**config.mk**
```make
export PLATFORM = sky130hd
export DESIGN_NAME = iord_top
export DESIGN_NICKNAME = d
export VERILOG_FILES = /design/src/hdl/iord_pkg.sv /design/src/hdl/iord_top.sv
export SDC_FILE = /design/constraint.sdc
export NUM_CORES = 1
export LEC_CHECK = 0
export ABC_AREA = 1
export BUFFER_PORTS_ARGS = -buffer_cell sky130_fd_sc_hd__buf_2
export CAP_MARGIN = 10
export CELL_PAD_IN_SITES_DETAIL_PLACEMENT = 1
export CELL_PAD_IN_SITES_GLOBAL_PLACEMENT = 2
export CORE_AREA = 8 8 640 642
export CTS_CLUSTER_DIAMETER = 120
export CTS_CLUSTER_SIZE = 16
export DETAILED_ROUTE_END_ITERATION = 7
export DIE_AREA = 0 0 648 650
export PLACE_DENSITY_LB_ADDON = 0.1
export SLEW_MARGIN = 25
export SYNTH_ARGS = -nofsm -noshare
export SYNTH_HDL_FRONTEND = slang
export SYNTH_SLANG_ARGS = --single-unit
```
**constraint.sdc**
```tcl
create_clock -name mclk -period 6.03 [get_ports mclk]
set_input_delay 0.603 -clock mclk [delete_from_list [all_inputs] [get_ports mclk]]
set_output_delay 0.603 -clock mclk [all_outputs]
set_load 0.005 [all_outputs]
```
**src/hdl/iord_pkg.sv**
```systemverilog
// Package with the constants, masks and types of the I/O register space decoder.
package iord_pkg;

  // ----------------------------------------------------------------------------
  // Sizes and address windows
  // ----------------------------------------------------------------------------
  localparam int unsigned IO_SIZE   = 64;
  localparam int unsigned DATA_W    = 8;
  localparam int unsigned ADDR_W    = 16;
  localparam int unsigned IO_AW     = 6;
  localparam int unsigned NUM_PORTS = 4;

  localparam logic [15:0] IO_LAST     = 16'h003F;
  localparam logic [15:0] BIT_LAST    = 16'h001F;
  localparam logic [15:0] DS_IO_OFS   = 16'h0020;
  localparam logic [15:0] EXT_FIRST   = 16'h0060;
  localparam logic [15:0] EXT_LAST    = 16'h00FF;
  localparam logic [7:0]  REG_RST_VAL = 8'h00;

  // ----------------------------------------------------------------------------
  // Register offsets in I/O space
  // ----------------------------------------------------------------------------
  localparam logic [5:0] A_PORT_A_PINS  = 6'h00;
  localparam logic [5:0] A_PORT_A_DIR   = 6'h01;
  localparam logic [5:0] A_PORT_A_OUT   = 6'h02;
  localparam logic [5:0] A_PORT_B_PINS  = 6'h03;
  localparam logic [5:0] A_PORT_B_DIR   = 6'h04;
  localparam logic [5:0] A_PORT_B_OUT   = 6'h05;
  localparam logic [5:0] A_PORT_C_PINS  = 6'h06;
  localparam logic [5:0] A_PORT_C_DIR   = 6'h07;
  localparam logic [5:0] A_PORT_C_OUT   = 6'h08;
  localparam logic [5:0] A_PORT_D_PINS  = 6'h09;
  localparam logic [5:0] A_PORT_D_DIR   = 6'h0A;
  localparam logic [5:0] A_PORT_D_OUT   = 6'h0B;
  localparam logic [5:0] A_TIMER0_FLAGS = 6'h15;
  localparam logic [5:0] A_TIMER1_FLAGS = 6'h16;
  localparam logic [5:0] A_TIMER2_FLAGS = 6'h17;
  localparam logic [5:0] A_TIMER3_FLAGS = 6'h18;
  localparam logic [5:0] A_PIN_CHG_FLAG = 6'h1B;
  localparam logic [5:0] A_EXT_IRQ_FLAG = 6'h1C;
  localparam logic [5:0] A_EXT_IRQ_MASK = 6'h1D;
  localparam logic [5:0] A_GP0          = 6'h1E;
  localparam logic [5:0] A_NVM_CTRL     = 6'h1F;
  localparam logic [5:0] A_NVM_DATA     = 6'h20;
  localparam logic [5:0] A_NVM_ADDR_LO  = 6'h21;
  localparam logic [5:0] A_NVM_ADDR_HI  = 6'h22;
  localparam logic [5:0] A_PRESC_SYNC   = 6'h23;
  localparam logic [5:0] A_TMR0_CTRL_A  = 6'h24;
  localparam logic [5:0] A_TMR0_CTRL_B  = 6'h25;
  localparam logic [5:0] A_TMR0_COUNT   = 6'h26;
  localparam logic [5:0] A_TMR0_CMP_A   = 6'h27;
  localparam logic [5:0] A_TMR0_CMP_B   = 6'h28;
  localparam logic [5:0] A_GP1          = 6'h2A;
  localparam logic [5:0] A_GP2          = 6'h2B;
  localparam logic [5:0] A_SER_CTRL     = 6'h2C;
  localparam logic [5:0] A_SER_STATUS   = 6'h2D;
  localparam logic [5:0] A_SER_DATA     = 6'h2E;
  localparam logic [5:0] A_CMP_CTRL     = 6'h30;
  localparam logic [5:0] A_DEBUG_CHAN   = 6'h31;
  localparam logic [5:0] A_SLEEP_CTRL   = 6'h33;
  localparam logic [5:0] A_RESET_CAUSE  = 6'h34;
  localparam logic [5:0] A_CORE_CTRL    = 6'h35;
  localparam logic [5:0] A_SELF_PROG    = 6'h37;

  // ----------------------------------------------------------------------------
  // Access kinds issued by the core
  // ----------------------------------------------------------------------------
  typedef enum logic [2:0] {
    KIND_IO_RD     = 3'b000,
    KIND_IO_WR     = 3'b001,
    KIND_DS_RD     = 3'b010,
    KIND_DS_WR     = 3'b011,
    KIND_BIT_SET   = 3'b100,
    KIND_BIT_CLR   = 3'b101,
    KIND_SKIP_SET  = 3'b110,
    KIND_SKIP_CLR  = 3'b111
  } iord_kind_e;

  typedef logic [IO_SIZE-1:0][DATA_W-1:0]   iord_regs_t;
  typedef logic [NUM_PORTS-1:0][DATA_W-1:0] iord_pins_t;

  typedef struct packed {
    iord_regs_t        regs;
    iord_pins_t        pin_meta;
    iord_pins_t        pin_sync;
    logic              rd_valid;
    logic [DATA_W-1:0] rd_data;
    logic              skip;
    logic              err;
    logic              ext_wr;
    logic [DATA_W-1:0] ext_addr;
    logic [DATA_W-1:0] ext_wdata;
  } iord_state_s;

  // ----------------------------------------------------------------------------
  // Per-register bit masks
  // ----------------------------------------------------------------------------
  // Bits that software writes and reads back as stored.
  function automatic logic [7:0] iord_wmask(input logic [5:0] a);
    logic [7:0] m;
    m = 8'h00;
    unique case (a)
      A_PORT_A_DIR, A_PORT_A_OUT, A_PORT_B_DIR, A_PORT_B_OUT,
      A_PORT_C_DIR, A_PORT_C_OUT, A_PORT_D_DIR, A_PORT_D_OUT: m = 8'hFF;
      A_EXT_IRQ_MASK:                                         m = 8'h07;
      A_GP0, A_GP1, A_GP2, A_NVM_DATA, A_NVM_ADDR_LO:         m = 8'hFF;
      A_NVM_CTRL:                                             m = 8'h3F;
      A_NVM_ADDR_HI:                                          m = 8'h0F;
      A_PRESC_SYNC:                                           m = 8'h83;
      A_TMR0_CTRL_A:                                          m = 8'hF3;
      A_TMR0_CTRL_B:                                          m = 8'hCF;
      A_TMR0_COUNT, A_TMR0_CMP_A, A_TMR0_CMP_B:               m = 8'hFF;
      A_SER_CTRL, A_SER_DATA, A_DEBUG_CHAN:                   m = 8'hFF;
      A_SER_STATUS:                                           m = 8'h01;
      A_CMP_CTRL:                                             m = 8'hCF;
      A_SLEEP_CTRL:                                           m = 8'h0F;
      A_RESET_CAUSE:                                          m = 8'h1F;
      A_CORE_CTRL:                                            m = 8'hF3;
      A_SELF_PROG:                                            m = 8'hBF;
      default:                                                m = 8'h00;
    endcase
    return m;
  endfunction : iord_wmask

  // Flag bits that hardware sets and a written one clears.
  function automatic logic [7:0] iord_cmask(input logic [5:0] a);
    logic [7:0] m;
    m = 8'h00;
    unique case (a)
      A_TIMER0_FLAGS, A_TIMER2_FLAGS, A_EXT_IRQ_FLAG: m = 8'h07;
      A_TIMER1_FLAGS, A_TIMER3_FLAGS:                 m = 8'h27;
      A_PIN_CHG_FLAG:                                 m = 8'h0F;
      A_CMP_CTRL:                                     m = 8'h10;
      default:                                        m = 8'h00;
    endcase
    return m;
  endfunction : iord_cmask

  // Bits that read the live status of the peripheral and ignore writes.
  function automatic logic [7:0] iord_smask(input logic [5:0] a);
    logic [7:0] m;
    m = 8'h00;
    unique case (a)
      A_SER_STATUS: m = 8'hC0;
      A_CMP_CTRL:   m = 8'h20;
      A_SELF_PROG:  m = 8'h40;
      default:      m = 8'h00;
    endcase
    return m;
  endfunction : iord_smask

endpackage : iord_pkg

```
**src/hdl/iord_top.sv**
```systemverilog
// I/O register space decoder: access decode, bit access, flag handling and register storage.
//
// Function
// RULE1 - Bit set, bit clear and bit test accesses work only on I/O locations 0x00 to 0x1F and are refused above.
// RULE2 - Status flags are cleared by writing one to their position, and writing zero leaves them unchanged.
// RULE3 - Bit set and bit clear rewrite the whole register, so any flag read as set is written back as one and cleared.
// RULE4 - Dedicated I/O reads and writes address the register space with I/O addresses 0x00 to 0x3F.
// RULE5 - Data-space loads and stores reach the same registers at their I/O address plus 0x20.
// RULE6 - The extended area from data address 0x60 upward is reached only by loads and stores.
// RULE7 - Software should write zero into reserved bit positions.
// RULE8 - Software never writes reserved I/O addresses.
// RULE9 - Reserved addresses and reserved bits read as zero and ignore writes.
`timescale 1ns/100ps
`default_nettype none

module iord_top (
  // Clock and reset
  input  wire logic                            mclk,
  input  wire logic                            rstn,
  // Core access port
  input  wire logic                            acc_valid,
  input  wire iord_pkg::iord_kind_e            acc_kind,
  input  wire logic [iord_pkg::ADDR_W-1:0]     acc_addr,
  input  wire logic [2:0]                      acc_bit,
  input  wire logic [iord_pkg::DATA_W-1:0]     acc_wdata,
  // Core answer
  output logic                                 rd_valid,
  output logic [iord_pkg::DATA_W-1:0]          rd_data,
  output logic                                 skip,
  output logic                                 acc_err,
  // Extended I/O area
  input  wire logic [iord_pkg::DATA_W-1:0]     ext_rdata,
  output logic                                 ext_wr,
  output logic [iord_pkg::DATA_W-1:0]          ext_addr,
  output logic [iord_pkg::DATA_W-1:0]          ext_wdata,
  // Port pins
  input  wire logic [iord_pkg::DATA_W-1:0]     port_a_pins,
  input  wire logic [iord_pkg::DATA_W-1:0]     port_b_pins,
  input  wire logic [iord_pkg::DATA_W-1:0]     port_c_pins,
  input  wire logic [iord_pkg::DATA_W-1:0]     port_d_pins,
  // Peripheral side
  input  wire iord_pkg::iord_regs_t            hw_set,
  input  wire iord_pkg::iord_regs_t            hw_stat,
  output iord_pkg::iord_regs_t                 io_regs
);
  import iord_pkg::*;

  // ----------------------------------------------------------------------------
  // State
  // ----------------------------------------------------------------------------
  iord_state_s       st_ff;
  iord_state_s       nxt_st;

  logic              io_hit;
  logic [IO_AW-1:0]  io_idx;
  logic              ext_hit;
  logic              wr_en;
  logic [DATA_W-1:0] wr_data;
  logic [DATA_W-1:0] cur;
  logic [DATA_W-1:0] bit_sel;
  logic [DATA_W-1:0] tmp;
  logic [DATA_W-1:0] wm;
  logic [DATA_W-1:0] cm;

  // Pin register index, or NUM_PORTS when the address is not a pin register.
  function automatic logic [2:0] pin_index(input logic [IO_AW-1:0] a);
    logic [2:0] p;
    p = 3'(NUM_PORTS);
    unique case (a)
      A_PORT_A_PINS: p = 3'd0;
      A_PORT_B_PINS: p = 3'd1;
      A_PORT_C_PINS: p = 3'd2;
      A_PORT_D_PINS: p = 3'd3;
      default:       p = 3'(NUM_PORTS);
    endcase
    return p;
  endfunction : pin_index

  // Read value of one location; pin registers return the synchronised pins, elsewhere bits outside every mask read as zero.
  function automatic logic [DATA_W-1:0] read_val(input logic [IO_AW-1:0] a,
                                                 input logic [DATA_W-1:0] stored,
                                                 input logic [DATA_W-1:0] live,
                                                 input iord_pins_t pins);
    logic [DATA_W-1:0] v;
    logic [2:0]        p;
    p = pin_index(a);
    v = (stored & (iord_wmask(a) | iord_cmask(a))) | (live & iord_smask(a)); // [RULE9]
    if (p < 3'(NUM_PORTS)) begin
      v = pins[p[1:0]];
    end
    return v;
  endfunction : read_val

  // ----------------------------------------------------------------------------
  // Access decode
  // ----------------------------------------------------------------------------
  always_comb begin
    nxt_st          = st_ff;
    nxt_st.rd_valid = 1'b0;
    nxt_st.skip     = 1'b0;
    nxt_st.err      = 1'b0;
    nxt_st.ext_wr   = 1'b0;
    nxt_st.pin_meta = {port_d_pins, port_c_pins, port_b_pins, port_a_pins};
    nxt_st.pin_sync = st_ff.pin_meta;
    io_hit          = 1'b0;
    io_idx          = '0;
    ext_hit         = 1'b0;
    wr_en           = 1'b0;
    wr_data         = '0;
    tmp             = '0;
    wm              = '0;
    cm              = '0;
    bit_sel         = DATA_W'(1) << acc_bit;

    if (acc_valid) begin
      unique case (acc_kind)
        KIND_IO_RD, KIND_IO_WR: begin
          if (acc_addr <= IO_LAST) begin // [RULE4]
            io_hit = 1'b1;
            io_idx = acc_addr[IO_AW-1:0];
          end else begin
            nxt_st.err = 1'b1;
          end
        end
        KIND_DS_RD, KIND_DS_WR: begin
          if (acc_addr >= DS_IO_OFS && acc_addr < EXT_FIRST) begin
            io_hit = 1'b1;
            io_idx = IO_AW'(acc_addr - DS_IO_OFS); // [RULE5]
          end else if (acc_addr >= EXT_FIRST && acc_addr <= EXT_LAST) begin
            ext_hit = 1'b1; // [RULE6]
          end else begin
            nxt_st.err = 1'b1;
          end
        end
        default: begin
          if (acc_addr <= BIT_LAST) begin // [RULE1]
            io_hit = 1'b1;
            io_idx = acc_addr[IO_AW-1:0];
          end else begin
            nxt_st.err = 1'b1;
          end
        end
      endcase
    end

    cur = read_val(io_idx, st_ff.regs[io_idx], hw_stat[io_idx], st_ff.pin_sync);

    if (io_hit) begin
      unique case (acc_kind)
        KIND_IO_RD, KIND_DS_RD: begin
          nxt_st.rd_valid = 1'b1;
          nxt_st.rd_data  = cur;
        end
        KIND_IO_WR, KIND_DS_WR: begin
          wr_en   = 1'b1;
          wr_data = acc_wdata;
        end
        KIND_BIT_SET: begin
          wr_en   = 1'b1;
          wr_data = cur | bit_sel; // [RULE3]
        end
        KIND_BIT_CLR: begin
          wr_en   = 1'b1;
          wr_data = cur & ~bit_sel; // [RULE3]
        end
        KIND_SKIP_SET: begin
          nxt_st.rd_valid = 1'b1;
          nxt_st.rd_data  = cur;
          nxt_st.skip     = |(cur & bit_sel); // [RULE1]
        end
        KIND_SKIP_CLR: begin
          nxt_st.rd_valid = 1'b1;
          nxt_st.rd_data  = cur;
          nxt_st.skip     = ~|(cur & bit_sel); // [RULE1]
        end
      endcase
    end

    // The extended area is decoded outside; its read data arrives in the same cycle.
    if (ext_hit) begin
      if (acc_kind == KIND_DS_WR) begin
        nxt_st.ext_wr    = 1'b1;
        nxt_st.ext_addr  = acc_addr[DATA_W-1:0];
        nxt_st.ext_wdata = acc_wdata;
      end else begin
        nxt_st.rd_valid = 1'b1;
        nxt_st.rd_data  = ext_rdata;
      end
    end

    // --------------------------------------------------------------------------
    // Register update: stored bits, write-one-to-clear flags, hardware set wins
    // --------------------------------------------------------------------------
    for (int i = 0; i < IO_SIZE; i++) begin
      wm  = iord_wmask(IO_AW'(i));
      cm  = iord_cmask(IO_AW'(i));
      tmp = st_ff.regs[i];
      if (wr_en && io_idx == IO_AW'(i)) begin
        tmp = (tmp & ~wm) | (wr_data & wm); // [RULE9]
        tmp = tmp & ~(wr_data & cm); // [RULE2]
      end
      tmp            = tmp | (hw_set[i] & (wm | cm));
      nxt_st.regs[i] = tmp & (wm | cm); // [RULE9]
    end
  end

  // ----------------------------------------------------------------------------
  // State register
  // ----------------------------------------------------------------------------
  always_ff @(posedge mclk) begin
    if (!rstn) begin
      st_ff           <= '0;
      st_ff.regs      <= {IO_SIZE{REG_RST_VAL}};
    end else begin
      st_ff <= nxt_st;
    end
  end

  // ----------------------------------------------------------------------------
  // Outputs
  // ----------------------------------------------------------------------------
  assign rd_valid  = st_ff.rd_valid;
  assign rd_data   = st_ff.rd_data;
  assign skip      = st_ff.skip;
  assign acc_err   = st_ff.err;
  assign ext_wr    = st_ff.ext_wr;
  assign ext_addr  = st_ff.ext_addr;
  assign ext_wdata = st_ff.ext_wdata;
  assign io_regs   = st_ff.regs;

endmodule : iord_top

`default_nettype wire
```
Word-level counts from Yosys, hierarchy flattened
Memories as Yosys holds them, arrays and structs flattened.
Index checks and enable logic that the tools add are counted.
{"block": "op_classes", "addsub": 1, "n_lt_le_gt_ge": 9, "eq_ne": 47, "shift": 1, "mux": 76, "bitwise_logic": 68, "reduce_logical": 54}
{"op": "two-way mux 8 bit", "count": 30}
{"op": "bitwise OR 8 bit", "count": 28}
{"op": "equality test 6 bit, second input constant", "count": 20}
{"op": "binary-select mux 8 bit (select 6 bit)", "count": 2}
{"op": "equality test 6 x 5 -> 1 bit, second input constant", "count": 9}
{"op": "one-hot mux 8 bit (3 select lines)", "count": 2}
{"op": "two-way mux 6 bit", "count": 7}
{"op": "AND 8 bit", "count": 5}
{"op": "logical AND 1 bit", "count": 39}
{"op": "two-way mux 9 bit", "count": 3}
{"op": "equality test 6 x 3 -> 1 bit, second input constant", "count": 4}
{"op": "equality test 6 x 4 -> 1 bit, second input constant", "count": 4}
{"op": "one-hot mux 6 bit (4 select lines)", "count": 1}
{"op": "bitwise OR 6 bit", "count": 3}
{"op": "two-way mux 17 bit", "count": 1}
{"op": "binary-select mux 8 bit (select 2 bit)", "count": 1}
{"op": ">= comparator 16 x 6 -> 1 bit, second input constant", "count": 1}
{"op": ">= comparator 16 x 7 -> 1 bit, second input constant", "count": 1}
{"op": "less-or-equal comparator 16 x 5 -> 1 bit, second input constant", "count": 1}
{"op": "less-or-equal comparator 16 x 6 -> 1 bit, second input constant", "count": 1}
{"op": "less-or-equal comparator 16 x 8 -> 1 bit, second input constant", "count": 1}
{"op": "< comparator 16 x 7 -> 1 bit, second input constant", "count": 1}
{"op": "bitwise OR 4 x 8 -> 8 bit", "count": 2}
{"op": "bitwise OR 6 x 8 -> 8 bit", "count": 2}
{"op": "other kinds (44)", "count": 87}
{"block": "totals", "register_bits": 360, "rom_bits": 512, "inputBits": 1097, "out_inout_bits": 540, "wordCells": 318, "mem_count": 1}
{"memory": "(name not given)", "depth": 64, "width": 8, "rd": 1, "rd_clocked_by_memory_dff": 0, "write_ports": 0, "line": "iord_pkg.sv:102", "source": "unique case (a)"}

Longest topological paths before layout
Gate-level depths: netlist (run 1).
{"block": "logic_depth", "word_depth": 19, "mapped_depth": 31, "mapped_depth_nobuf": 28}

Worst setup path before layout (run 1)
OpenSTA, ideal clock, no wires.
{"block": "synth_timing", "kind": "input to register", "start": "input port acc_addr[13] in the netlist's numbering", "end": "register st_ff, in the netlist io_regs[371]", "setup_ns": 0.132, "t_arrival_ns": 3.718, "path_slack_ns": 2.180, "path_stages": 27, "cell_sequence": "nor2_1 -> nand2_1 -> nor2_4 -> nand2_2 -> a21oi_4 -> nand2_4 -> nor2_4 -> buf_2 -> buf_2 -> ha_1 -> nand2_1 -> nor2_2 -> inv_2 -> nand2_1 -> inv_2 -> buf_4 -> nand2_1 -> nand2_1 -> nand2_1 -> nand2_1 -> nand2_1 -> o21ai_1 -> o22ai_1 -> nand2_2 -> buf_2 -> nand2_1 -> a21oi_1"}
{"block": "synth_via", "elab_chain_cells": 17, "elab_cells_between_ends": 52}
{"element": "start, declared", "line": "iord_top.sv:23", "source": "input wire logic [iord_pkg::ADDR_W-1:0] acc_addr,"}
{"element": "branches (longest 15 deep; another with >= comparator 16 x 6 -> 1 bit)"}
{"element": "two-way mux 8 bit *", "line": "iord_top.sv:198", "source": "if (wr_en && io_idx == IO_AW'(i)) begin"}
{"element": "bitwise OR 8 bit *", "line": "iord_top.sv:202", "source": "tmp = tmp | (hw_set[i] & (wm | cm));"}
{"element": "end signal, assigned", "line": "iord_top.sv:215", "source": "st_ff <= nxt_st;"}
{"element": "end, declared", "line": "iord_top.sv:51", "source": "iord_state_s st_ff;"}
Every way passes the cells marked *. The select of a mux whose other input is x is not followed.
A chain may end at the register's enable or synchronous reset.

Worst setup path after layout (run 1)
{"block": "layout_timing", "start": "input port acc_addr[13] in the netlist's numbering", "end": "register st_ff, in the netlist io_regs[12]"}
Same word-level chain as after synthesis.

==> results of run 1 <==
## path summary, 6_finish.rpt
check                      end  cells past startpoint      startpoint
setup / recovery   io_regs[12]                     26    acc_addr[13]
hold / removal      nxt_st[31]                      3  port_a_pins[3]
setup reg to reg  io_regs[411]                     11     io_regs[35]
hold reg to reg      st_ff[59]                      2      nxt_st[59]
## cell type report
type	instances	area share
multi-input cells	2418	0.334
well taps	5287	0.209
flip-flops and latches	323	0.204
repair buffers	910	0.174
clock buffers	47	0.0337
inverters	275	0.0329
clock inverters	25	0.00990
diodes	37	0.00292
## metal layers
metal | part of all wire | GRT usage | vias up
li1 | - | - | 11300
met1 | 0.43 | 0.134 | 11300
met2 | 0.46 | 0.186 | 1054
met3 | 0.090 | 0.0444 | 341
met4 | 0.021 | 0.0189 | 66
met5 | 0.0018 | 0 | -
## sequential cells by signal (all words and copies together) (netlist names)
name	cells
skip	1
io_regs	231
ext_addr	8
ext_wdata	8
nxt_st	32
acc_err	1
rd_valid	1
st_ff	32
rd_data	8
ext_wr	1
## power groups by stage
stage	registers, W	clock network [W]	logic (W)
after floorplan	0.00238	0	0.000754
after global placement	0.00248	0	0.00150
after detailed placement	0.00248	0	0.00150
after CTS	0.00243	0.00304	0.00150
after global routing	0.00244	0.00309	0.00159
final	0.00242	0.00282	0.00141
## worst max-delay path: stages
cell,delay [ps]
sky130_fd_sc_hd__buf_2,100
sky130_fd_sc_hd__nor2_1,100
sky130_fd_sc_hd__nand2_1,100
sky130_fd_sc_hd__nor2_4,320
sky130_fd_sc_hd__nand2_2,190
sky130_fd_sc_hd__a21oi_4,190
sky130_fd_sc_hd__buf_12,230
sky130_fd_sc_hd__nand3_4,290
sky130_fd_sc_hd__inv_4,310
sky130_fd_sc_hd__ha_1,320
sky130_fd_sc_hd__nand2_1,420
sky130_fd_sc_hd__nor2_2,490
sky130_fd_sc_hd__inv_2,140
sky130_fd_sc_hd__nand2_1,240
sky130_fd_sc_hd__inv_2,190
sky130_fd_sc_hd__nand2_1,100
sky130_fd_sc_hd__nand2_1,90
sky130_fd_sc_hd__nand2_1,110
sky130_fd_sc_hd__o21ai_1,120
sky130_fd_sc_hd__inv_1,90
sky130_fd_sc_hd__nand2_1,100
sky130_fd_sc_hd__o22ai_1,270
sky130_fd_sc_hd__o21ai_4,190
sky130_fd_sc_hd__buf_12,200
sky130_fd_sc_hd__nand2_1,80
sky130_fd_sc_hd__a21oi_1,70
## synth_stat cells
cell type,n,share of area
sky130_fd_sc_hd__conb_1,1,0.00017
sky130_fd_sc_hd__nor2_2,5,0.0014
sky130_fd_sc_hd__a22oi_1,2,0.00069
sky130_fd_sc_hd__nand3_2,2,0.00092
sky130_fd_sc_hd__nor2_4,4,0.0021
sky130_fd_sc_hd__a211oi_1,1,0.00035
sky130_fd_sc_hd__clkbuf_1,72,0.012
sky130_fd_sc_hd__buf_2,50,0.012
sky130_fd_sc_hd__dfxtp_1,323,0.30
sky130_fd_sc_hd__o211ai_2,1,0.00058
sky130_fd_sc_hd__inv_2,10,0.0017
sky130_fd_sc_hd__nor3_1,14,0.0032
sky130_fd_sc_hd__a21oi_4,1,0.00075
sky130_fd_sc_hd__nor4_1,1,0.00029
sky130_fd_sc_hd__nand2_1,851,0.15
sky130_fd_sc_hd__ha_1,8,0.0046
sky130_fd_sc_hd__o311ai_0,2,0.00081
sky130_fd_sc_hd__buf_1,3,0.00052
sky130_fd_sc_hd__o21ai_0,146,0.034
sky130_fd_sc_hd__a21oi_1,501,0.12
sky130_fd_sc_hd__nand2_4,1,0.00052
sky130_fd_sc_hd__or2_2,5,0.0014
sky130_fd_sc_hd__nand4_1,21,0.0061
sky130_fd_sc_hd__nor2_1,355,0.062
sky130_fd_sc_hd__a2111oi_0,1,0.00040
sky130_fd_sc_hd__a31oi_1,9,0.0026
sky130_fd_sc_hd__o221ai_1,1,0.00040
sky130_fd_sc_hd__nand2_2,7,0.0020
sky130_fd_sc_hd__inv_1,260,0.045
sky130_fd_sc_hd__o21ai_2,2,0.00081
sky130_fd_sc_hd__o211ai_1,13,0.0045
sky130_fd_sc_hd__buf_4,553,0.19
sky130_fd_sc_hd__o21ai_1,22,0.0051
sky130_fd_sc_hd__nand4_2,1,0.00058
sky130_fd_sc_hd__o22ai_1,7,0.0020
sky130_fd_sc_hd__nand3_1,146,0.034
sky130_fd_sc_hd__clkinv_1,5,0.00087
sky130_fd_sc_hd__o21bai_1,7,0.0024
## cell families after synthesis
logic type      count (synthesis)  share of synthesized area
other cells                     1                   0.000173
flops                         323                      0.299
compound gates                716                      0.171
buf+inv                       953                      0.264
simple gates                 1413                      0.261
fa+ha+maj                       8                    0.00462
## stage by stage
step	instance area (um2)	util	TNS, ps	total power (W)	setup WS (ps)
after global routing	31600	0.0791	0	0.00712	298
after floorplan	22700	-	0	0.00313	2180
final	31700	0.0792	0	0.00666	725
after global placement	30200	0.0755	-20730	0.00398	-277
after detailed placement	30200	0.0755	-13420	0.00398	-233
after CTS	31600	0.0790	0	0.00697	495
==> out/summary.md, run 1 <==
Using the TritonRoute via totals, the vias-per-cell ratio works out to 2.58. The run gives 0.0541 as the initial standard-cell utilization of the core. The critical setup path kind was input port to flip-flop. Number of global-route vias before repair: 26200. Clock latency on the worst-skew pair: 660 ps.

The synthesized design contains 323 register bits. The shortest period the worst path allows was 5310 ps; the post-cts sizing count was 0. The detail route stage leaves a number of antenna-violating nets equal to 0. The top cell types in the final layout, fill and taps aside, are 849 x sky130_fd_sc_hd__nand2_1, 753 x sky130_fd_sc_hd__buf_2, 501 x sky130_fd_sc_hd__a21oi_1.

Yosys printed 0 warnings. In this run the worst hold path is classified as input port to flip-flop. After clock tree synthesis, the clock-pin slew on the worst setup and hold paths is 80 ps. The first-pass detailed-route iteration total is 4, and the signed area change from the synthesized netlist to the final layout is 46.5%.

The initial antenna violation count was 190; the highest fanout seen on the critical path was 23. The tools report the endpoint kind of the worst setup timing path as a flip-flop. Buffers inserted to repair hold after CTS numbered 0. The wire-length estimate of the detail-placed layout is 208 mm.

For this run the aggregate overflow at the end of global routing stands at 0. Leaving out fill and tap cells, the most frequent cell in the layout is sky130_fd_sc_hd__nand2_1. Clock skew on the completed layout was measured at 28.7 ps. The required time reported for the critical path endpoint is 6510 ps.

Buffers placed on the I/O ports in this run total 754. The run gives 13.4 nW as the static leakage power. The logs give 3414 for the instance count of the mapped netlist and 0.424 for the clock network power share. The fraction of layout cells with a size suffix above 1 is 0.256, and the number of buffers inserted during clock tree synthesis is 40.

The die footprint came out at 0.421 mm2. The sequential share of power is 0.363, and the relative slew slack is 0.318. Across the run, the number of max-cap violations was 0. The die is 650 um tall.

The share of the cycle needed by the critical path after routing came out at 0.880. CTS saw 323 sinks. The switching share of power is 0.373, and the die outline width is 648 um.

Fill cells in the final layout number 48400. For the switching power summed over all nets, the log shows 0.00248 W. For flop-to-flop paths, the worst setup slack is 2870 ps. In this run the core area contains 233 standard-cell rows. Final-stage net count: 5073. For the global-route usage over all layers, the log shows 0.111.

For the sequential cell area in the final layout, the log shows 0.00647 mm2. Across all hold checks on the routed design, the worst slack comes to 121 ps. The buffer levels on the longest clock path was 3.

For this run, the top clock speed supported by timing is 188 MHz. The tools report the sequential share of the synthesized area as 0.299. For the synthesized cell area, the log shows 0.0216 mm2. The logs give 110 for the pin count of the biggest net entering global routing and 986 for the number of design-rule violations left by the first detailed-router iteration. The number of vias in the routed layout was 24100. At the worst endpoint, the arrival time is 5790 ps. The worst-case IR drop observed on VDD is 174 uV.

The tree is rooted in a sky130_fd_sc_hd__clkbuf_16. The tools report the global-route wire length before repair as 302 mm. Summing all multi-input logic gate instances after layout gives 0.0106 mm2. The floorplan step defined a core boundary enclosing 0.400 mm2.

The transition at the pin with the smallest max-transition slack works out to 1020 ps. For this design the top-level I/O count stands at 1637. Setup repair after global routing left no endpoint under its margin.

TritonCTS built the clock tree. The final count of pins violating max slew came out at 0. The depth of the CTS H-tree is 2, and the weighted congestion reported at the end of routability-driven placement is 0.727. The detailed-route DRC error count is 0, and the cell-internal power is 0.00417 W.

Averaged over all synthesized cells, the footprint is 6.34 um2. The total placed cells including tap cells came out at 9213. The run finished with clean final reports. The distinct cell type count after synthesis was 38. Post-CTS timing repair inserted 0 buffers for setup. In this run the power density over the cells is 210 mW/mm2. The tools report the number of failing setup endpoints in the final timing report as 0.

Category of the worst setup path launch point: an input port. The final wirelength was 243 mm; the final cell count without fillers was 9322. For the total count of hold-check failures in the final report, the log shows 0.

In the final routed layout, each cell accounts on average for 26.1 um. The proportion of power drawn by combinational gates came out at 0.212.
Note: power is estimated with default switching activity, not from simulation.
==> run 2: changes to the inputs <==
--- a/config.mk
+++ b/config.mk
@@ -10,12 +10,13 @@
 export CAP_MARGIN = 10
 export CELL_PAD_IN_SITES_DETAIL_PLACEMENT = 1
 export CELL_PAD_IN_SITES_GLOBAL_PLACEMENT = 2
-export CORE_AREA = 8 8 640 642
+export CORE_AREA = 8 8 637 639
 export CTS_CLUSTER_DIAMETER = 120
 export CTS_CLUSTER_SIZE = 16
 export DETAILED_ROUTE_END_ITERATION = 7
-export DIE_AREA = 0 0 648 650
+export DIE_AREA = 0 0 645 647
 export PLACE_DENSITY_LB_ADDON = 0.1
+export SETUP_SLACK_MARGIN = 0.05
 export SLEW_MARGIN = 25
 export SYNTH_ARGS = -nofsm -noshare
 export SYNTH_HDL_FRONTEND = slang
==> constraint.sdc (replaced) <==
create_clock -name mclk -period 5.7 [get_ports mclk]
set_input_delay 0.57 -clock mclk [delete_from_list [all_inputs] [get_ports mclk]]
set_output_delay 0.57 -clock mclk [all_outputs]
set_load 0.005 [all_outputs]
==> run 2 against run 1 <==
Effect of this change: non-clock buffer count is 19 higher; final area hardly changed; first-iteration DRC count is 5.0% lower; die area fell by 0.92%; clock skew increased by 31 ps; sequential share of layout area barely moved; flip-flop and latch count stayed put; routed wire length increased by 0.37%; clock-buffer cell count down 4; combinational power up 6%; global-route usage grew 0.11 points; largest cell class unchanged.
==> out/summary.md, run 2 (synthesis gave the netlist of run 1 again) <==
The overall power came out at 0.00699 W. Across the routed clock network, the largest skew measured is 59.7 ps. After clock tree synthesis, the repair step resized 0 gates. The vias per cell was 2.61. For this run, the detailed router's first-pass iteration total came to 4.

The fraction of layout cells with a size suffix above 1 is 0.259, and the core box area is 0.395 mm2. The later pin in the worst-skew pair is clocked with a latency of 670 ps. The number of design-rule violations left by the first detailed-router iteration was 937; the static leakage power was 13.4 nW. Following the worst setup path forward leads to its endpoint at io_regs[354].

The worst setup path is launched from an input port. The library cells used most frequently in the layout, excluding fill and tap cells, are 849 x sky130_fd_sc_hd__nand2_1, 753 x sky130_fd_sc_hd__buf_2, 501 x sky130_fd_sc_hd__a21oi_1. In the final routing, the length of wire on met1 measures 108 mm.

Of all nets on the critical path, the largest fanout is 20. The number of antenna-violating nets in the routed design came out at 0. The clock drives 323 sinks.

The total overflow reported by the global router is 0, and the number of global-route vias before repair is 26200. The worst hold-check path type is input port to flip-flop. Pin count of the biggest net entering global routing: 125. The power density over the cells is 220 mW/mm2, and the shortest period the worst path allows is 4930 ps. The critical setup path kind is input port to flip-flop.

For the worst setup path, the data required time is 6170 ps. Count of port buffers added during placement: 754. The floorplan step defined a die boundary enclosing 0.417 mm2. The upper clock frequency limit is 203 MHz. The register with the most flip-flops in the layout has 231 of them.

The tools report the cts-stage hold buffer count as 1. In this run the count of I/O pins placed on the die edge is 1637. Buffers added to address setup during post-CTS repair amount to 0.

The overall die height works out to 647 um. The tools report the buffer levels on the longest clock path as 3. The library cell used most frequently in the layout, excluding fill and tap cells, is sky130_fd_sc_hd__nand2_1. The run finished with clean final reports.

Routed signal wires occupy layers up through met5. The relative slew slack was 0.295. Wire segments on met2 add up to 110 mm in the final route. The final wirelength was 244 mm.

The global-route usage over all layers was 0.112. The filler cells instantiated in the layout total 47900. Across the run, the number of max-cap violations was 0. The die outline width works out to 645 um.

The initial antenna violation count is 208, and the clock transition at the registers of the reported paths is 80 ps. The tools report the final-stage net count as 5089. After legalization and detailed placement, the total HPWL measured 209 mm. The tools report the routed length on met3 as 20.1 mm.

The setup slack after placement is -233 ps, and the wire length per cell is 26.3 um. The run gives 0 as the final count of pins violating max slew. After floorplanning, the core was divided into 231 placement rows. Across all layers, the routed design uses 24200 vias. The congestion estimate from routability-driven global placement came to 0.721. The worst path setup slack after routing came out at 769 ps. The number of buffers inserted during clock tree synthesis came out at 37. The signed area change from the synthesized netlist to the final layout works out to 46.5%. The worst reg-to-reg path cell count works out to 13. The tools report the launch point of the worst reg-to-reg path as io_regs[43].

TritonCTS built the clock tree. IR analysis of the VDD net gives a maximum drop of 179 uV. The detailed-route DRC error count was 0; the share of the cycle needed by the critical path after routing was 0.865. Total count of hold-check failures in the final report: 0. Tracing the worst setup path back leads to its startpoint at acc_addr[7]. In this run the register-to-register setup slack is 2650 ps. Setup repair after global routing left no endpoint under its margin.

Data arrives at the worst endpoint at 5400 ps. Endpoint kind of the worst setup timing path: a flip-flop. The initial standard-cell utilization of the core came out at 0.0548. The endpoint identified for the worst register-to-register timing path is io_regs[259].

The global-route wire length before repair was 302 mm. The run gives 0 as the number of failing setup endpoints in the final timing report. Transition at the pin with the smallest max-transition slack: 1060 ps.

CTS placed an instance of sky130_fd_sc_hd__clkbuf_16 at the clock tree root. The H-tree generated during clock tree synthesis spans 2 levels.
-- run 2: changes by cell type in the layout (fill, tap and decap cells not counted), moves of 2 or more --
cell,change
sky130_fd_sc_hd__clkbuf_16,-4
sky130_fd_sc_hd__clkinv_8,+2
sky130_fd_sc_hd__bufinv_16,+2
sky130_fd_sc_hd__diode_2,+3
sky130_fd_sc_hd__inv_6,-5
sky130_fd_sc_hd__buf_12,-3
sky130_fd_sc_hd__clkinv_4,+2
sky130_fd_sc_hd__buf_4,+22
-- run 2: stage by stage --
stage	utilization	TNS, ps	instance area [um2]	hold WS, ps	std cells
4_1_cts	0.0801	0	31600	2.65	9254
3_3_place_gp	0.0767	-12020	30300	406	9186
3_5_place_dp	0.0767	-11590	30300	399	9186
2_1_floorplan	-	0	22700	390	3694
6_report	0.0803	0	31700	110	9294
5_1_grt	0.0802	0	31600	59.6	9267
-- run 2: area by class of cell --
| cell class | count | area (um2) | share of cell area |
|---|---|---|---|
| Multi-Input combinational cell | 2418 | 10600 | 0.334 |
| Tap cell | 5242 | 6560 | 0.207 |
| Sequential cell | 323 | 6470 | 0.204 |
| Timing Repair Buffer | 929 | 5630 | 0.178 |
| Inverter | 275 | 1040 | 0.0329 |
| Clock buffer | 43 | 978 | 0.0309 |
| Clock inverter | 24 | 355 | 0.0112 |
| Antenna cell | 40 | 100 | 0.00316 |
-- run 2: critical path, stage by stage --
cell and delay, ps:
sky130_fd_sc_hd__buf_2 100, sky130_fd_sc_hd__inv_1 130, sky130_fd_sc_hd__nand2_1 230, sky130_fd_sc_hd__nor2_1 230
sky130_fd_sc_hd__nand2_2 140, sky130_fd_sc_hd__a21oi_4 180, sky130_fd_sc_hd__buf_12 170, sky130_fd_sc_hd__nand3_4 430
sky130_fd_sc_hd__buf_12 370, sky130_fd_sc_hd__ha_1 190, sky130_fd_sc_hd__inv_1 120, sky130_fd_sc_hd__nor2_1 140
sky130_fd_sc_hd__inv_1 240, sky130_fd_sc_hd__a21oi_1 180, sky130_fd_sc_hd__nor3_1 410, sky130_fd_sc_hd__nand2_1 130
sky130_fd_sc_hd__nand3_1 220, sky130_fd_sc_hd__nand2_1 120, sky130_fd_sc_hd__o21ai_1 290, sky130_fd_sc_hd__nand2_2 140
sky130_fd_sc_hd__buf_12 210, sky130_fd_sc_hd__buf_12 180, sky130_fd_sc_hd__nand2_1 70, sky130_fd_sc_hd__a21oi_1 70
-- run 2: routing by layer --
| layer | up-vias | global-route usage |
|---|---|---|
| li1 | 11300 | - |
| met1 | 11400 | 0.140 |
| met2 | 1111 | 0.184 |
| met3 | 387 | 0.0406 |
| met4 | 80 | 0.0234 |
| met5 | - | 0 |
-- run 2: worst min-delay path by stage --
stage,from,end,slack [ps],depth (start not counted)
2_1_floorplan,nxt_st[28],st_ff[28],390,2
3_3_place_gp,nxt_st[47],st_ff[47],410,2
3_5_place_dp,nxt_st[38],st_ff[38],400,2
4_1_cts,port_a_pins[3],nxt_st[31],3,3
5_1_grt,port_b_pins[7],nxt_st[43],60,3
6_report,port_a_pins[3],nxt_st[31],110,3
-- run 2: where the power goes --
part           switching, W  leakage (nW)  internal [W]
clock               0.00141         0.635       0.00151
combinational       0.00102          10.1      0.000484
sequential         0.000166          2.69       0.00240
total               0.00260          13.4       0.00439
==> run 3: changes to the inputs <==
--- a/config.mk
+++ b/config.mk
@@ -11,6 +11,7 @@
 export CELL_PAD_IN_SITES_DETAIL_PLACEMENT = 1
 export CELL_PAD_IN_SITES_GLOBAL_PLACEMENT = 2
 export CORE_AREA = 8 8 637 639
+export CTS_BUF_LIST = sky130_fd_sc_hd__clkbuf_4 sky130_fd_sc_hd__clkbuf_8
 export CTS_CLUSTER_DIAMETER = 120
 export CTS_CLUSTER_SIZE = 16
 export DETAILED_ROUTE_END_ITERATION = 7
==> run 3 against run 2 <==
Effect of this change: routed wire length up 0.58%; critical endpoint is now io_regs[185]; critical path type unchanged; final cell count rose by 2.6%; sequential power about the same; sequential share of layout area shrank 1.2 points; setup slack worse by 430 ps; largest power group is now sequential cells; register-to-register slack worse by 70 ps.
==> out/summary.md, run 3 (synthesis gave the netlist of run 1 again) <==
Worst hold-check path type: input port to flip-flop. The run gives 0.259 as the proportion of power drawn by combinational gates. Setup repair after global routing could not meet its margin everywhere. At the worst endpoint, the required time is 6300 ps. TritonCTS built the clock tree.

Buffers inserted during clock tree synthesis total 37. The run gives 0 as the number of failing setup endpoints in the final timing report. After the first detailed-routing iteration, the DRC count stood at 959. The share of the cycle needed by the critical path after routing works out to 0.940. The shortest period the worst path allows was 5360 ps; the static leakage power was 14.3 nW. The clock transition at the registers of the reported paths is 100 ps, and the wire length per cell is 25.8 um. Clock tree synthesis found a total of 323 sinks. The signed area change from the synthesized netlist to the final layout was 56.0%.

Category of the worst setup path launch point: an input port. Initial standard-cell utilization of the core: 0.0548. The logs give 118 ps for the worst slack on hold paths and 0 for the total overflow reported by the global router. The congestion estimate from routability-driven global placement came to 0.721. Entering global routing, the biggest net connects 125 pins. In the layout the commonest cells are 849 x sky130_fd_sc_hd__nand2_1, 753 x sky130_fd_sc_hd__buf_2, 501 x sky130_fd_sc_hd__a21oi_1. The worst hold path was traced through 3 stages.

The internal portion of the total power is 0.00395 W. Counting cells, the worst reg-to-reg path comes to 13. For this run, the detailed router's first-pass iteration total came to 4. The final layout contains routed wiring with a total length of 246 mm. The library cell used most frequently in the layout, excluding fill and tap cells, is sky130_fd_sc_hd__nand2_1. The total count of hold-check failures in the final report came out at 0.

The logs give 0.392 for the sequential share of power and 176 for the initial antenna violation count. The largest individual stage delay along the critical path comes from the cell sky130_fd_sc_hd__dlygate4sd3_1. No sink is reached through more buffers than the 3 on the longest clock path. STA classifies the critical path endpoint as a flip-flop. Die outline width: 645 um. The tools report the core box area as 0.395 mm2.

At the worst endpoint, the arrival time is 5950 ps. The final count of pins violating max slew is 0. The power density over the cells is 193 mW/mm2, and the switching share of power is 0.396. On the worst path, the slowest cell contributes a delay of 530 ps. The final route contains 25100 vias. The final HPWL from detailed placement is 209 mm, and the fraction of layout cells with a size suffix above 1 is 0.245.

Once detail routing completed, the nets flagged for antenna violations numbered 0. Final cell count without fillers: 9534. The total placed cells including tap cells was 9186. For the relative slew slack, the log shows 0.301. The number of fill cells is 47900, and the vias per cell is 2.63. The H-tree generated during clock tree synthesis spans 2 levels.

The floorplan has 231 rows. For the number of global-route vias before repair, the log shows 27400. For the final standard cell utilization of the core, the log shows 0.0855. During I/O placement, the number of pins put on the boundary was 1637. The net count of the finished layout is 5338. The run gives 0.349 as the clock network power share. Along the worst path, the maximum fanout reaches 12. The later pin in the worst-skew pair is clocked with a latency of 790 ps. The detailed-route DRC error count came out at 0. Critical setup path kind: input port to flip-flop. Transition at the pin with the smallest max-transition slack: 1050 ps.

By instance count, the cell type seen most on the critical path is sky130_fd_sc_hd__nand2_1. The overall die height was 647 um. The analysis attributes to net switching a power of 0.00259 W.

The count of port buffers added during placement is 754, and the largest voltage drop on the vdd net is 115 uV. Static timing analysis puts the maximum clock frequency at 187 MHz. The cell sitting at the root of the clock tree is a sky130_fd_sc_hd__clkbuf_8. The flip-flop count of the largest register, all copies and words added came out at 231. The tool flagged a number of max-cap violations equal to 0.

The floorplan step defined a die boundary enclosing 0.417 mm2. The flow ran to the end, and the final reports show no timing, DRC or antenna violations. The global-route usage over all layers was 0.112; the worst setup skew after layout was 90.9 ps.

The first global-routing pass estimated 304 mm of wire.
-- run 3: changes by cell type in the layout (fill, tap and decap cells not counted) --
cell                            change
sky130_fd_sc_hd__clkbuf_1           -3
sky130_fd_sc_hd__nor2_2             -1
sky130_fd_sc_hd__inv_6              +1
sky130_fd_sc_hd__clkbuf_8          +37
sky130_fd_sc_hd__clkbuf_4           +3
sky130_fd_sc_hd__dlygate4sd3_1    +248
sky130_fd_sc_hd__diode_2            -9
sky130_fd_sc_hd__clkinvlp_4         +1
sky130_fd_sc_hd__clkinv_8           -2
sky130_fd_sc_hd__nand3_4            +1
sky130_fd_sc_hd__nor2_4             +1
sky130_fd_sc_hd__clkbuf_16         -37
-- run 3: power by group through the flow --
stage / registers (W) / logic [W] / clock network [W]
2_1_floorplan: 0.00252 / 0.000797 / 0
3_3_place_gp: 0.00263 / 0.00159 / 0
3_5_place_dp: 0.00263 / 0.00158 / 0
4_1_cts: 0.00258 / 0.00178 / 0.00249
5_1_grt: 0.00259 / 0.00188 / 0.00252
6_report: 0.00256 / 0.00169 / 0.00228
-- run 3: what timing repair did --
action                                 in CTS  in global routing
setup buffers                               0                  0
endpoints found under the hold margin     249                  0
setup endpoints to repair                   0                 15
resized for setup                           0                  2
hold buffers                              249                  0
-- run 3: area by class of cell --
type                            count  area [um2]  area share
Inverter                          275        1040      0.0309
Clock buffer                       43         573      0.0170
Multi-Input combinational cell   2419       10600       0.314
Sequential cell                   323        6470       0.191
Antenna cell                       31        77.6     0.00230
Tap cell                         5242        6560       0.194
Clock inverter                     24         339      0.0100
Timing Repair Buffer             1177        8110       0.240
-- run 3: path summary, 6_finish.rpt --
path	from	endpoint	slack [ps]
max	acc_addr[7]	io_regs[185]	340
min	hw_set[357]	io_regs[357]	120
max reg2reg	io_regs[43]	io_regs[259]	2580
min reg2reg	nxt_st[51]	st_ff[51]	410
-- run 3: worst max-delay path: cells and delay by family --
kind / cells / cell delay, ps
simple gates: 16 / 2340
buf+inv: 10 / 2150
compound gates: 3 / 560
fa+ha+maj: 1 / 260
-- run 3: through the flow --
stage               power [W]  setup slack (ps)  instance area, um2  TNS [ps]
global route          0.00699              10.9               33700         0
floorplan             0.00332              1880               22700         0
CTS                   0.00685               156               33700         0
detailed placement    0.00421              -233               30300    -11590
finish                0.00654               343               33800         0
global placement      0.00421              -246               30300    -12020
-- run 3: per-layer routing --
metal / global-route usage / wire length (um) / part of all wire / vias up
li1: - / - / - / 11800
met1: 0.144 / 111000 / 0.45 / 11800
met2: 0.185 / 111000 / 0.45 / 1074
met3: 0.0357 / 17900 / 0.073 / 342
met4: 0.0221 / 5990 / 0.024 / 68
met5: 0 / 424 / 0.0017 / -
